$ cat config.mk
export PLATFORM = sky130hd
export DESIGN_NAME = supervisor_reset_write_protect
export DESIGN_NICKNAME = d
export VERILOG_FILES = /design/src/include/supervisor_pkg.sv /design/src/rtl/reset_stretch_timer.sv /design/src/rtl/supervisor_reset_write_protect.sv
export VERILOG_INCLUDE_DIRS = /design/src /design/src/include
export SDC_FILE = /design/constraint.sdc
export NUM_CORES = 1
export LEC_CHECK = 0
export BUFFER_PORTS_ARGS = -buffer_cell sky130_fd_sc_hd__clkbuf_2
export CAP_MARGIN = 20
export CORE_AREA = 3 3 82 84
export DETAILED_ROUTE_END_ITERATION = 8
export DIE_AREA = 0 0 85 87
export PLACE_DENSITY_LB_ADDON = 0.3
export SLEW_MARGIN = 20
export SYNTH_ARGS = -nofsm -noshare
export SYNTH_HDL_FRONTEND = slang
export SYNTH_SLANG_ARGS = --single-unit
$ cat constraint.sdc
create_clock -name pclk -period 4.55 [get_ports pclk]
set_input_delay 0.91 -clock pclk [delete_from_list [all_inputs] [get_ports pclk]]
set_output_delay 0.91 -clock pclk [all_outputs]
set_load 0.02 [all_outputs]
$ cat src/include/supervisor_cfg.svh
`ifndef SUPERVISOR_CFG_SVH
`define SUPERVISOR_CFG_SVH

// Register byte offsets.
`define SUP_CTRL_OFFSET      12'h000
`define SUP_STATUS_OFFSET    12'h004
`define SUP_EVENT_OFFSET     12'h008
`define SUP_REJCNT_OFFSET    12'h00C

// Control register fields and reset value.
`define SUP_CTRL_TSEL_LO     0
`define SUP_CTRL_TSEL_HI     1
`define SUP_CTRL_LOCK_LO     2
`define SUP_CTRL_LOCK_HI     3
`define SUP_CTRL_RESET       4'h0

// Status register fields.
`define SUP_ST_RESET         0
`define SUP_ST_MANUAL        1
`define SUP_ST_PROTECT       2
`define SUP_ST_MON2          3
`define SUP_ST_MON3          4
`define SUP_ST_SDA           5
`define SUP_ST_SUPPLY_LOW    6

// Event register fields, write one to clear.
`define SUP_EV_REJECT        0
`define SUP_EV_ACCEPT        1
`define SUP_EV_WIPER         2

// Reset hold times in microseconds, one per timeout select code.
`define SUP_CLK_HZ           10000000
`define SUP_HOLD_US_0        100
`define SUP_HOLD_US_1        200
`define SUP_HOLD_US_2        400
`define SUP_HOLD_US_3        800
`define SUP_US_CYCLES(t)     ((t) * (`SUP_CLK_HZ / 1000000))

`endif

$ cat src/include/supervisor_pkg.sv
package supervisor_pkg;

   typedef logic [1:0] timeout_sel_t;

   typedef logic [1:0] region_lock_t;

   typedef enum logic [1:0] {
      HOLD_ASSERT,
      HOLD_COUNT,
      HOLD_RELEASED
   } hold_state_t;

endpackage : supervisor_pkg

$ cat src/rtl/reset_stretch_timer.sv
`timescale 1ns/1ps

module reset_stretch_timer #(
   parameter int unsigned CW      = 16,
   parameter int unsigned CYCLES0 = 1000,
   parameter int unsigned CYCLES1 = 2000,
   parameter int unsigned CYCLES2 = 4000,
   parameter int unsigned CYCLES3 = 8000
) (
   // Clock and reset
   input  wire logic                        pclk,
   input  wire logic                        presetn,
   // Reset request and hold time choice
   input  wire logic                        hold,
   input  wire supervisor_pkg::timeout_sel_t sel,
   // Stretched reset
   output logic                             active
);
   import supervisor_pkg::*;

   hold_state_t   state;
   hold_state_t   next_state;
   logic [CW-1:0] count;

   function automatic logic [CW-1:0] hold_cycles(input timeout_sel_t s);
      case (s)
         2'h0:    hold_cycles = CW'(CYCLES0);
         2'h1:    hold_cycles = CW'(CYCLES1);
         2'h2:    hold_cycles = CW'(CYCLES2);
         default: hold_cycles = CW'(CYCLES3);
      endcase
   endfunction : hold_cycles

   always_comb begin
      next_state = state;
      case (state)
         HOLD_ASSERT: begin
            if (!hold) begin
               next_state = HOLD_COUNT;
            end
         end
         HOLD_COUNT: begin
            if (hold) begin
               next_state = HOLD_ASSERT;
            end else if (count <= CW'(1)) begin
               next_state = HOLD_RELEASED;
            end
         end
         HOLD_RELEASED: begin
            if (hold) begin
               next_state = HOLD_ASSERT;
            end
         end
         default: next_state = HOLD_ASSERT;
      endcase
   end

   // Reset leaves the machine asserting, so power-up always stretches.
   always_ff @(posedge pclk or negedge presetn) begin
      if (!presetn) begin
         state <= HOLD_ASSERT;
      end else begin
         state <= next_state;
      end
   end

   // The choice is taken when counting starts; later changes wait.
   always_ff @(posedge pclk or negedge presetn) begin
      if (!presetn) begin
         count <= '0;
      end else if (state != HOLD_COUNT) begin
         count <= hold_cycles(sel);
      end else begin
         count <= count - CW'(1);
      end
   end

   always_ff @(posedge pclk or negedge presetn) begin
      if (!presetn) begin
         active <= 1'b1;
      end else begin
         active <= (next_state != HOLD_RELEASED);
      end
   end

endmodule : reset_stretch_timer

$ cat src/rtl/supervisor_reset_write_protect.sv
// Register access over APB and the register addresses are this design's own decisions.
`timescale 1ns/1ps
`include "supervisor_cfg.svh"

module supervisor_reset_write_protect #(
   parameter int unsigned CW          = 16,
   parameter int unsigned HOLD_CYC_0  = `SUP_US_CYCLES(`SUP_HOLD_US_0),
   parameter int unsigned HOLD_CYC_1  = `SUP_US_CYCLES(`SUP_HOLD_US_1),
   parameter int unsigned HOLD_CYC_2  = `SUP_US_CYCLES(`SUP_HOLD_US_2),
   parameter int unsigned HOLD_CYC_3  = `SUP_US_CYCLES(`SUP_HOLD_US_3),
   parameter int unsigned REJ_W       = 16
) (
   // Clock and reset
   input  wire logic        pclk,
   input  wire logic        presetn,
   // APB slave
   input  wire logic        psel,
   input  wire logic        penable,
   input  wire logic        pwrite,
   input  wire logic [11:0] paddr,
   input  wire logic [31:0] pwdata,
   output logic             pready,
   output logic [31:0]      prdata,
   output logic             pslverr,
   // Supervisor pins and comparator results
   input  wire logic        manual_reset_in,
   input  wire logic        supply_low,
   input  wire logic        monitor2_input,
   input  wire logic        monitor3_input,
   output logic             supply_reset_out,
   output logic             supply_reset_oe,
   output logic             monitor2_fail_out,
   output logic             monitor2_fail_oe,
   output logic             monitor3_fail_out,
   output logic             monitor3_fail_oe,
   // Write gate towards the serial protocol engine
   input  wire logic        write_protect_in,
   input  wire logic        sda_in,
   output logic             sda_seen,
   input  wire logic        wr_req,
   input  wire logic        wr_nonvolatile,
   input  wire logic        wr_wiper,
   output logic             wr_accept,
   output logic             wr_reject
);
   import supervisor_pkg::*;

   // Control register state.
   timeout_sel_t      tsel;
   region_lock_t      lock;

   // Synchronisers and sampled pins.
   logic              mr_meta;
   logic              mr_sync;
   logic              wp_level;

   // Stretched reset from the hold timer.
   logic              timer_active;

   // Sticky events and reject counter.
   logic              ev_reject;
   logic              ev_accept;
   logic              ev_wiper;
   logic [REJ_W-1:0]  rej_count;
   logic              wr_blocked;

   // APB decode.
   logic              setup;
   logic              access;
   logic              wr_en;
   logic [31:0]       next_prdata;
   logic              next_pslverr;

   function automatic logic is_mapped(input logic [11:0] a);
      case (a)
         `SUP_CTRL_OFFSET,
         `SUP_STATUS_OFFSET,
         `SUP_EVENT_OFFSET,
         `SUP_REJCNT_OFFSET: is_mapped = 1'b1;
         default:            is_mapped = 1'b0;
      endcase
   endfunction : is_mapped

   function automatic logic blocks_write(input logic wp,
                                         input region_lock_t lk,
                                         input logic nv);
      blocks_write = wp && (nv || (lk != 2'h0));
   endfunction : blocks_write

   // True when this access writes a one to the given event bit.
   function automatic logic clears_event(input logic        we,
                                         input logic [11:0] a,
                                         input logic [31:0] d,
                                         input int unsigned b);
      clears_event = we && (a == `SUP_EVENT_OFFSET) && d[b];
   endfunction : clears_event

   assign setup  = psel && !penable;
   assign access = psel && penable && pready;
   assign wr_en  = access && pwrite && !pslverr;

   // Manual reset passes two flops before anything else sees it.
   always_ff @(posedge pclk or negedge presetn) begin
      if (!presetn) begin
         mr_meta <= 1'b0;
         mr_sync <= 1'b0;
      end else begin
         mr_meta <= manual_reset_in;
         mr_sync <= mr_meta;
      end
   end

   // The pad pull-down makes a floating pin read low; reset also clears it.
   always_ff @(posedge pclk or negedge presetn) begin
      if (!presetn) begin
         wp_level <= 1'b0;
      end else begin
         wp_level <= write_protect_in;
      end
   end

   // The receiver has no enable: every edge on the line is sampled.
   always_ff @(posedge pclk or negedge presetn) begin
      if (!presetn) begin
         sda_seen <= 1'b1;
      end else begin
         sda_seen <= sda_in;
      end
   end

   reset_stretch_timer #(
      .CW      (CW),
      .CYCLES0 (HOLD_CYC_0),
      .CYCLES1 (HOLD_CYC_1),
      .CYCLES2 (HOLD_CYC_2),
      .CYCLES3 (HOLD_CYC_3)
   ) u_timer (
      .pclk    (pclk),
      .presetn (presetn),
      .hold    (mr_sync || supply_low),
      .sel     (tsel),
      .active  (timer_active)
   );

   // Open-drain active-high reset: the pad is pulled low only when idle.
   always_ff @(posedge pclk or negedge presetn) begin
      if (!presetn) begin
         supply_reset_out <= 1'b1;
      end else begin
         supply_reset_out <= supply_low || mr_sync || timer_active;
      end
   end

   // While reset is asserted the pad is released and its pull-up lifts it.
   always_ff @(posedge pclk or negedge presetn) begin
      if (!presetn) begin
         supply_reset_oe <= 1'b0;
      end else begin
         supply_reset_oe <= !(supply_low || mr_sync || timer_active);
      end
   end

   // Fail outputs carry no stretch; one register stage only.
   always_ff @(posedge pclk or negedge presetn) begin
      if (!presetn) begin
         monitor2_fail_out <= 1'b0;
      end else begin
         monitor2_fail_out <= monitor2_input;
      end
   end

   // While monitor2_input reports a fail the pad is released and its pull-up lifts it.
   always_ff @(posedge pclk or negedge presetn) begin
      if (!presetn) begin
         monitor2_fail_oe <= 1'b1;
      end else begin
         monitor2_fail_oe <= !monitor2_input;
      end
   end

   // Monitor three behaves the same, against its own trip level.
   always_ff @(posedge pclk or negedge presetn) begin
      if (!presetn) begin
         monitor3_fail_out <= 1'b0;
      end else begin
         monitor3_fail_out <= monitor3_input;
      end
   end

   always_ff @(posedge pclk or negedge presetn) begin
      if (!presetn) begin
         monitor3_fail_oe <= 1'b1;
      end else begin
         monitor3_fail_oe <= !monitor3_input;
      end
   end

   // Wiper updates are volatile writes and fall under the lock check.
   assign wr_blocked = blocks_write(wp_level, lock,
                                    wr_nonvolatile);

   // Exactly one answer follows each request, one cycle later.
   always_ff @(posedge pclk or negedge presetn) begin
      if (!presetn) begin
         wr_accept <= 1'b0;
      end else begin
         wr_accept <= wr_req && !wr_blocked;
      end
   end

   always_ff @(posedge pclk or negedge presetn) begin
      if (!presetn) begin
         wr_reject <= 1'b0;
      end else begin
         wr_reject <= wr_req && wr_blocked;
      end
   end

   // Lock and select share one word so software sets both at once.
   always_ff @(posedge pclk or negedge presetn) begin
      if (!presetn) begin
         {lock, tsel} <= `SUP_CTRL_RESET;
      end else if (wr_en && paddr == `SUP_CTRL_OFFSET) begin
         tsel <= pwdata[`SUP_CTRL_TSEL_HI:`SUP_CTRL_TSEL_LO];
         lock <= pwdata[`SUP_CTRL_LOCK_HI:`SUP_CTRL_LOCK_LO];
      end
   end

   // A new event in the clearing cycle wins over the clear.
   always_ff @(posedge pclk or negedge presetn) begin
      if (!presetn) begin
         ev_reject <= 1'b0;
      end else if (wr_reject) begin
         ev_reject <= 1'b1;
      end else if (clears_event(wr_en, paddr, pwdata, `SUP_EV_REJECT)) begin
         ev_reject <= 1'b0;
      end
   end

   always_ff @(posedge pclk or negedge presetn) begin
      if (!presetn) begin
         ev_accept <= 1'b0;
      end else if (wr_accept) begin
         ev_accept <= 1'b1;
      end else if (clears_event(wr_en, paddr, pwdata, `SUP_EV_ACCEPT)) begin
         ev_accept <= 1'b0;
      end
   end

   // Only refused wiper updates are recorded; the wiper sits outside.
   always_ff @(posedge pclk or negedge presetn) begin
      if (!presetn) begin
         ev_wiper <= 1'b0;
      end else if (wr_req && wr_wiper && wr_blocked) begin
         ev_wiper <= 1'b1;
      end else if (clears_event(wr_en, paddr, pwdata, `SUP_EV_WIPER)) begin
         ev_wiper <= 1'b0;
      end
   end

   // The counter saturates so a flood of rejects never wraps to zero.
   always_ff @(posedge pclk or negedge presetn) begin
      if (!presetn) begin
         rej_count <= '0;
      end else if (wr_reject && !(&rej_count)) begin
         rej_count <= rej_count + REJ_W'(1);
      end
   end

   // Read data is built at setup so it stands ready in the access phase.
   always_comb begin
      next_prdata  = 32'h0000_0000;
      next_pslverr = !is_mapped(paddr);
      case (paddr)
         `SUP_CTRL_OFFSET: begin
            next_prdata[`SUP_CTRL_TSEL_HI:`SUP_CTRL_TSEL_LO] = tsel;
            next_prdata[`SUP_CTRL_LOCK_HI:`SUP_CTRL_LOCK_LO] = lock;
         end
         `SUP_STATUS_OFFSET: begin
            next_prdata[`SUP_ST_RESET]      = supply_reset_out;
            next_prdata[`SUP_ST_MANUAL]     = mr_sync;
            next_prdata[`SUP_ST_PROTECT]    = wp_level;
            next_prdata[`SUP_ST_MON2]       = monitor2_fail_out;
            next_prdata[`SUP_ST_MON3]       = monitor3_fail_out;
            next_prdata[`SUP_ST_SDA]        = sda_seen;
            next_prdata[`SUP_ST_SUPPLY_LOW] = supply_low;
         end
         `SUP_EVENT_OFFSET: begin
            next_prdata[`SUP_EV_REJECT] = ev_reject;
            next_prdata[`SUP_EV_ACCEPT] = ev_accept;
            next_prdata[`SUP_EV_WIPER]  = ev_wiper;
         end
         `SUP_REJCNT_OFFSET: begin
            next_prdata[REJ_W-1:0] = rej_count;
         end
         default: next_prdata = 32'h0000_0000;
      endcase
   end

   // One access cycle: pready rises on the first access-phase edge.
   always_ff @(posedge pclk or negedge presetn) begin
      if (!presetn) begin
         pready <= 1'b0;
      end else begin
         pready <= setup;
      end
   end

   // Read data is zero outside read accesses so stale words never show.
   always_ff @(posedge pclk or negedge presetn) begin
      if (!presetn) begin
         prdata <= 32'h0000_0000;
      end else if (setup && !pwrite) begin
         prdata <= next_prdata;
      end else begin
         prdata <= 32'h0000_0000;
      end
   end

   // The error flag qualifies only the access cycle of an unmapped address.
   always_ff @(posedge pclk or negedge presetn) begin
      if (!presetn) begin
         pslverr <= 1'b0;
      end else begin
         pslverr <= setup && next_pslverr;
      end
   end

endmodule : supervisor_reset_write_protect

==> summary.json <==
{
  "status": {
    "status": "complete, no violations"
  },
  "sta": {
    "setup-violations-final": 0,
    "rsz_0062_raised_after_global_routing": "no",
    "timing.final.crit_period_ns": 2.261,
    "timing_worst_slew_pin_value_ns": 0.9781,
    "max_freq_mhz": 442.3,
    "clock-skew-final_ns": 0.008099,
    "finalCritPeriodShare_pct": 49.69,
    "post_route_setup_tns_ns": 0,
    "headroom_to_the_max_slew_limit_pct": 34.65,
    "slew_violations": 0,
    "final_hold_violating_endpoints": 0
  },
  "route": {
    "avgRoutedWirePerCell_um": 14.08,
    "num_vias": 2290,
    "post_drt_via_cell_ratio": 5.338,
    "drcViolationCount": 0,
    "routed_wl_mm": 6.039,
    "initialDrtViolationCount": 95,
    "dr.pass1.iters": 4,
    "ant_nets": 0
  },
  "clocking": {
    "cts_hold_repair.buffers": 0,
    "cts_setup_buffers": 0,
    "cts-resized-gates": 0,
    "worst_skew_pair.late_latency_ns": 0.35,
    "clk_transition_reported_paths_ns": 0.07,
    "htreeDepth": 3,
    "clock-sinks": 72,
    "ctsLongestPathBuffers": 2,
    "cts_inserted_buffers": 9,
    "root_buffer": "clkbuf_8",
    "tritoncts": "done"
  },
  "power": {
    "pwr_density_cell_mw_per_mm2": 353.9,
    "power_frac_comb_pct": 9.4,
    "power.leakage_nw": 1.779,
    "net-switching-power_mw": 0.3345,
    "relative_contribution_of_sequential_cells_to_total_power_pct": 53.4,
    "irDropWorstVdd_mv": 0.2513,
    "power.clock.fraction_pct": 37.1,
    "fraction_of_power_spent_switching_nets_pct": 25.18,
    "power_report.internal_total_mw": 0.9938
  },
  "critical_path": {
    "crit_path_end": "lock[1]",
    "crit_required_ns": 4.78,
    "crit_path_start_kind": "input pin",
    "cp-startpoint": "paddr[7]",
    "crit_path_max_fanout": 4,
    "cells_on_worst_reg2reg_path": 6,
    "critical_path.endpoint_type": "flop",
    "arrival_ns": 2.49,
    "timing.reg2reg.setup_slack_ns": 2.45,
    "reg2reg_to": "u_timer.count[14]",
    "crit_type": "in2reg",
    "rr_startpoint": "u_timer.count[0]"
  },
  "floorplan": {
    "initial_util_pct": 54.53,
    "boundaryPins": 101,
    "dieArea_sq_mm": 0.007395,
    "core_sq_mm": 0.005991,
    "die_width_um": 85,
    "chipHeight_um": 87,
    "floorplan.rows": 28
  },
  "finish": {
    "synthesis_to_finish_area_growth_pct": 14.90,
    "antenna_cells": 0,
    "share_of_cells_above_drive_strength_1_pct": 26.27,
    "multi_input_logic_area_sq_mm": 0.001345,
    "design.final.nets": 410,
    "ff_latch_area_sq_mm": 0.001808,
    "instances_no_fill": 429,
    "post-route-cell-area_sq_mm": 0.003754,
    "final_util_pct": 62.66,
    "num-fill-cells": 480
  },
  "synthesis": {
    "post_synth_num_cell_types": 49,
    "ys_async_sr_fraction_pct": 100.0,
    "post_syn_area_sq_mm": 0.003267,
    "synth_area_leaders": "dfrtp_1 (51%), dfstp_2 (4.0%), buf_4 (3.7%)",
    "ys_ff_latch": 72,
    "synth_top_area_share_pct": 51.32,
    "postSynthCellCount": 288,
    "post_synthesis_area_per_instance_sq_um": 11.34,
    "synth-seq-area-share_pct": 55.34,
    "synth.yosys.warnings": 0,
    "post_synth_most_frequent_cells": "dfrtp_1 (67), nor2_1 (24), buf_4 (16)",
    "synth-edff-count": 0,
    "synth_top_cell_by_area": "dfrtp_1",
    "dominantRegCellSynth": "dfrtp_1",
    "synthMostInstantiatedCell": "dfrtp_1"
  },
  "placed_design": {
    "detailed_place.area_sq_mm": 0.003561,
    "globalplace.congestion": 0.7770,
    "dp_hpwl_mm": 4.424,
    "dp.cells": 413,
    "numPortBuffers": 56
  },
  "global_routing": {
    "grt_pass1_wl_mm": 10.43,
    "grt_pass1_vias": 2206,
    "global_route.usage.total_pct": 18.41,
    "grt_antenna_before_repair": 0,
    "grt_start_max_net_pins": 43,
    "grt_overflow_total": 0
  },
  "min_path": {
    "hp_class": "reg2reg"
  },
  "run": {
    "max_cap_violations": 0
  }
}
worst max-delay path, stage by stage:
cell,delay [ns]
clkbuf_2,0.08
nor4_1,0.43
nand4_1,0.30
nor2_1,0.39
mux2_2,0.38
metal layers:
metal | routed length, um | global-route usage (%) | share of wire [%] | vias up
met2 | 2661 | 26.34 | 44 | 71
met1 | 2799 | 25.35 | 46 | 1094
met3 | 403 | 5.487 | 6.7 | 14
met4 | 174 | 9.784 | 2.9 | 0
li1 | - | - | - | 1111
met5 | 0 | 0 | 0 | -
kinds of logic (layout without fill, tap and decap cells):
family / count (synthesis) / count (layout) / synth area share, %
AOI/OAI and AO/OA: 35 / 35 / 7.085
buffers and inverters: 29 / 80 / 5.209
DFF: 72 / 72 / 55.34
xor gates and xnor gates: 18 / 18 / 4.826
muxes: 13 / 13 / 5.362
other: 1 / 16 / 0.1148
and+or+nand+nor: 117 / 117 / 20.91
adders and majority gates: 3 / 3 / 1.149
power groups by stage:
stage          Combinational [mW]  Sequential (mW)  Clock (mW)
2_1_floorplan              0.0883            0.714           0
3_3_place_gp                0.121            0.719           0
3_5_place_dp                0.126            0.722           0
4_1_cts                     0.127            0.709       0.506
5_1_grt                     0.141            0.715       0.534
6_report                    0.125            0.710       0.493
stage by stage:
step	total power [mW]	hold WS (ns)	setup slack, ns
finish	1.328	0.3520	2.289
global route	1.390	0.3671	2.072
CTS	1.342	0.3532	2.305
detailed placement	0.8473	0.3371	1.948
global placement	0.8403	0.3345	1.968
floorplan	0.8023	0.3312	2.330
final cells by class:
class	instances	area share, %
multi-input cells	202	35.83
flip-flops and latches	72	48.17
well taps	75	2.500
inverters	7	0.7000
clock inverters	3	1.167
clock buffers	13	3.967
repair buffers	57	7.667
worst min path at each step:
stage,from,end,cells past startpoint
after floorplan,mr_meta,mr_sync,0
after global placement,mr_meta,mr_sync,0
after detailed placement,mr_meta,mr_sync,0
after CTS,mr_meta,mr_sync,0
after global routing,mr_meta,mr_sync,0
final,mr_meta,mr_sync,0
layout by cell type (no fill, tap or decap), types with 3 or more instances in the layout:
cell type and instances:
and2_1 13, nand2_1 15, mux2i_1 4, and4_1 3, a21oi_1 12, conb_1 16
nand4_1 6, ha_1 3, dfrtp_1 67, clkbuf_8 10, nor3_1 9, xnor2_1 7
nand3_1 9, nor4_1 4, inv_1 7, o21ai_0 7, mux2_2 6, nor3b_1 5
mux4_2 3, dfstp_2 5, xor2_1 11, clkbuf_2 55, clkbuf_1 3, nor2_1 24
and3_1 5, nor2b_1 5, nand2b_1 3
sequential cells by signal, indices dropped and copies added (netlist names), 2 cells and up:
name and flops:
u_timer.state 2, rej_count 16, u_timer.count 16, prdata 16, lock 2, tsel 2
Power figures use the tool's default switching activity.
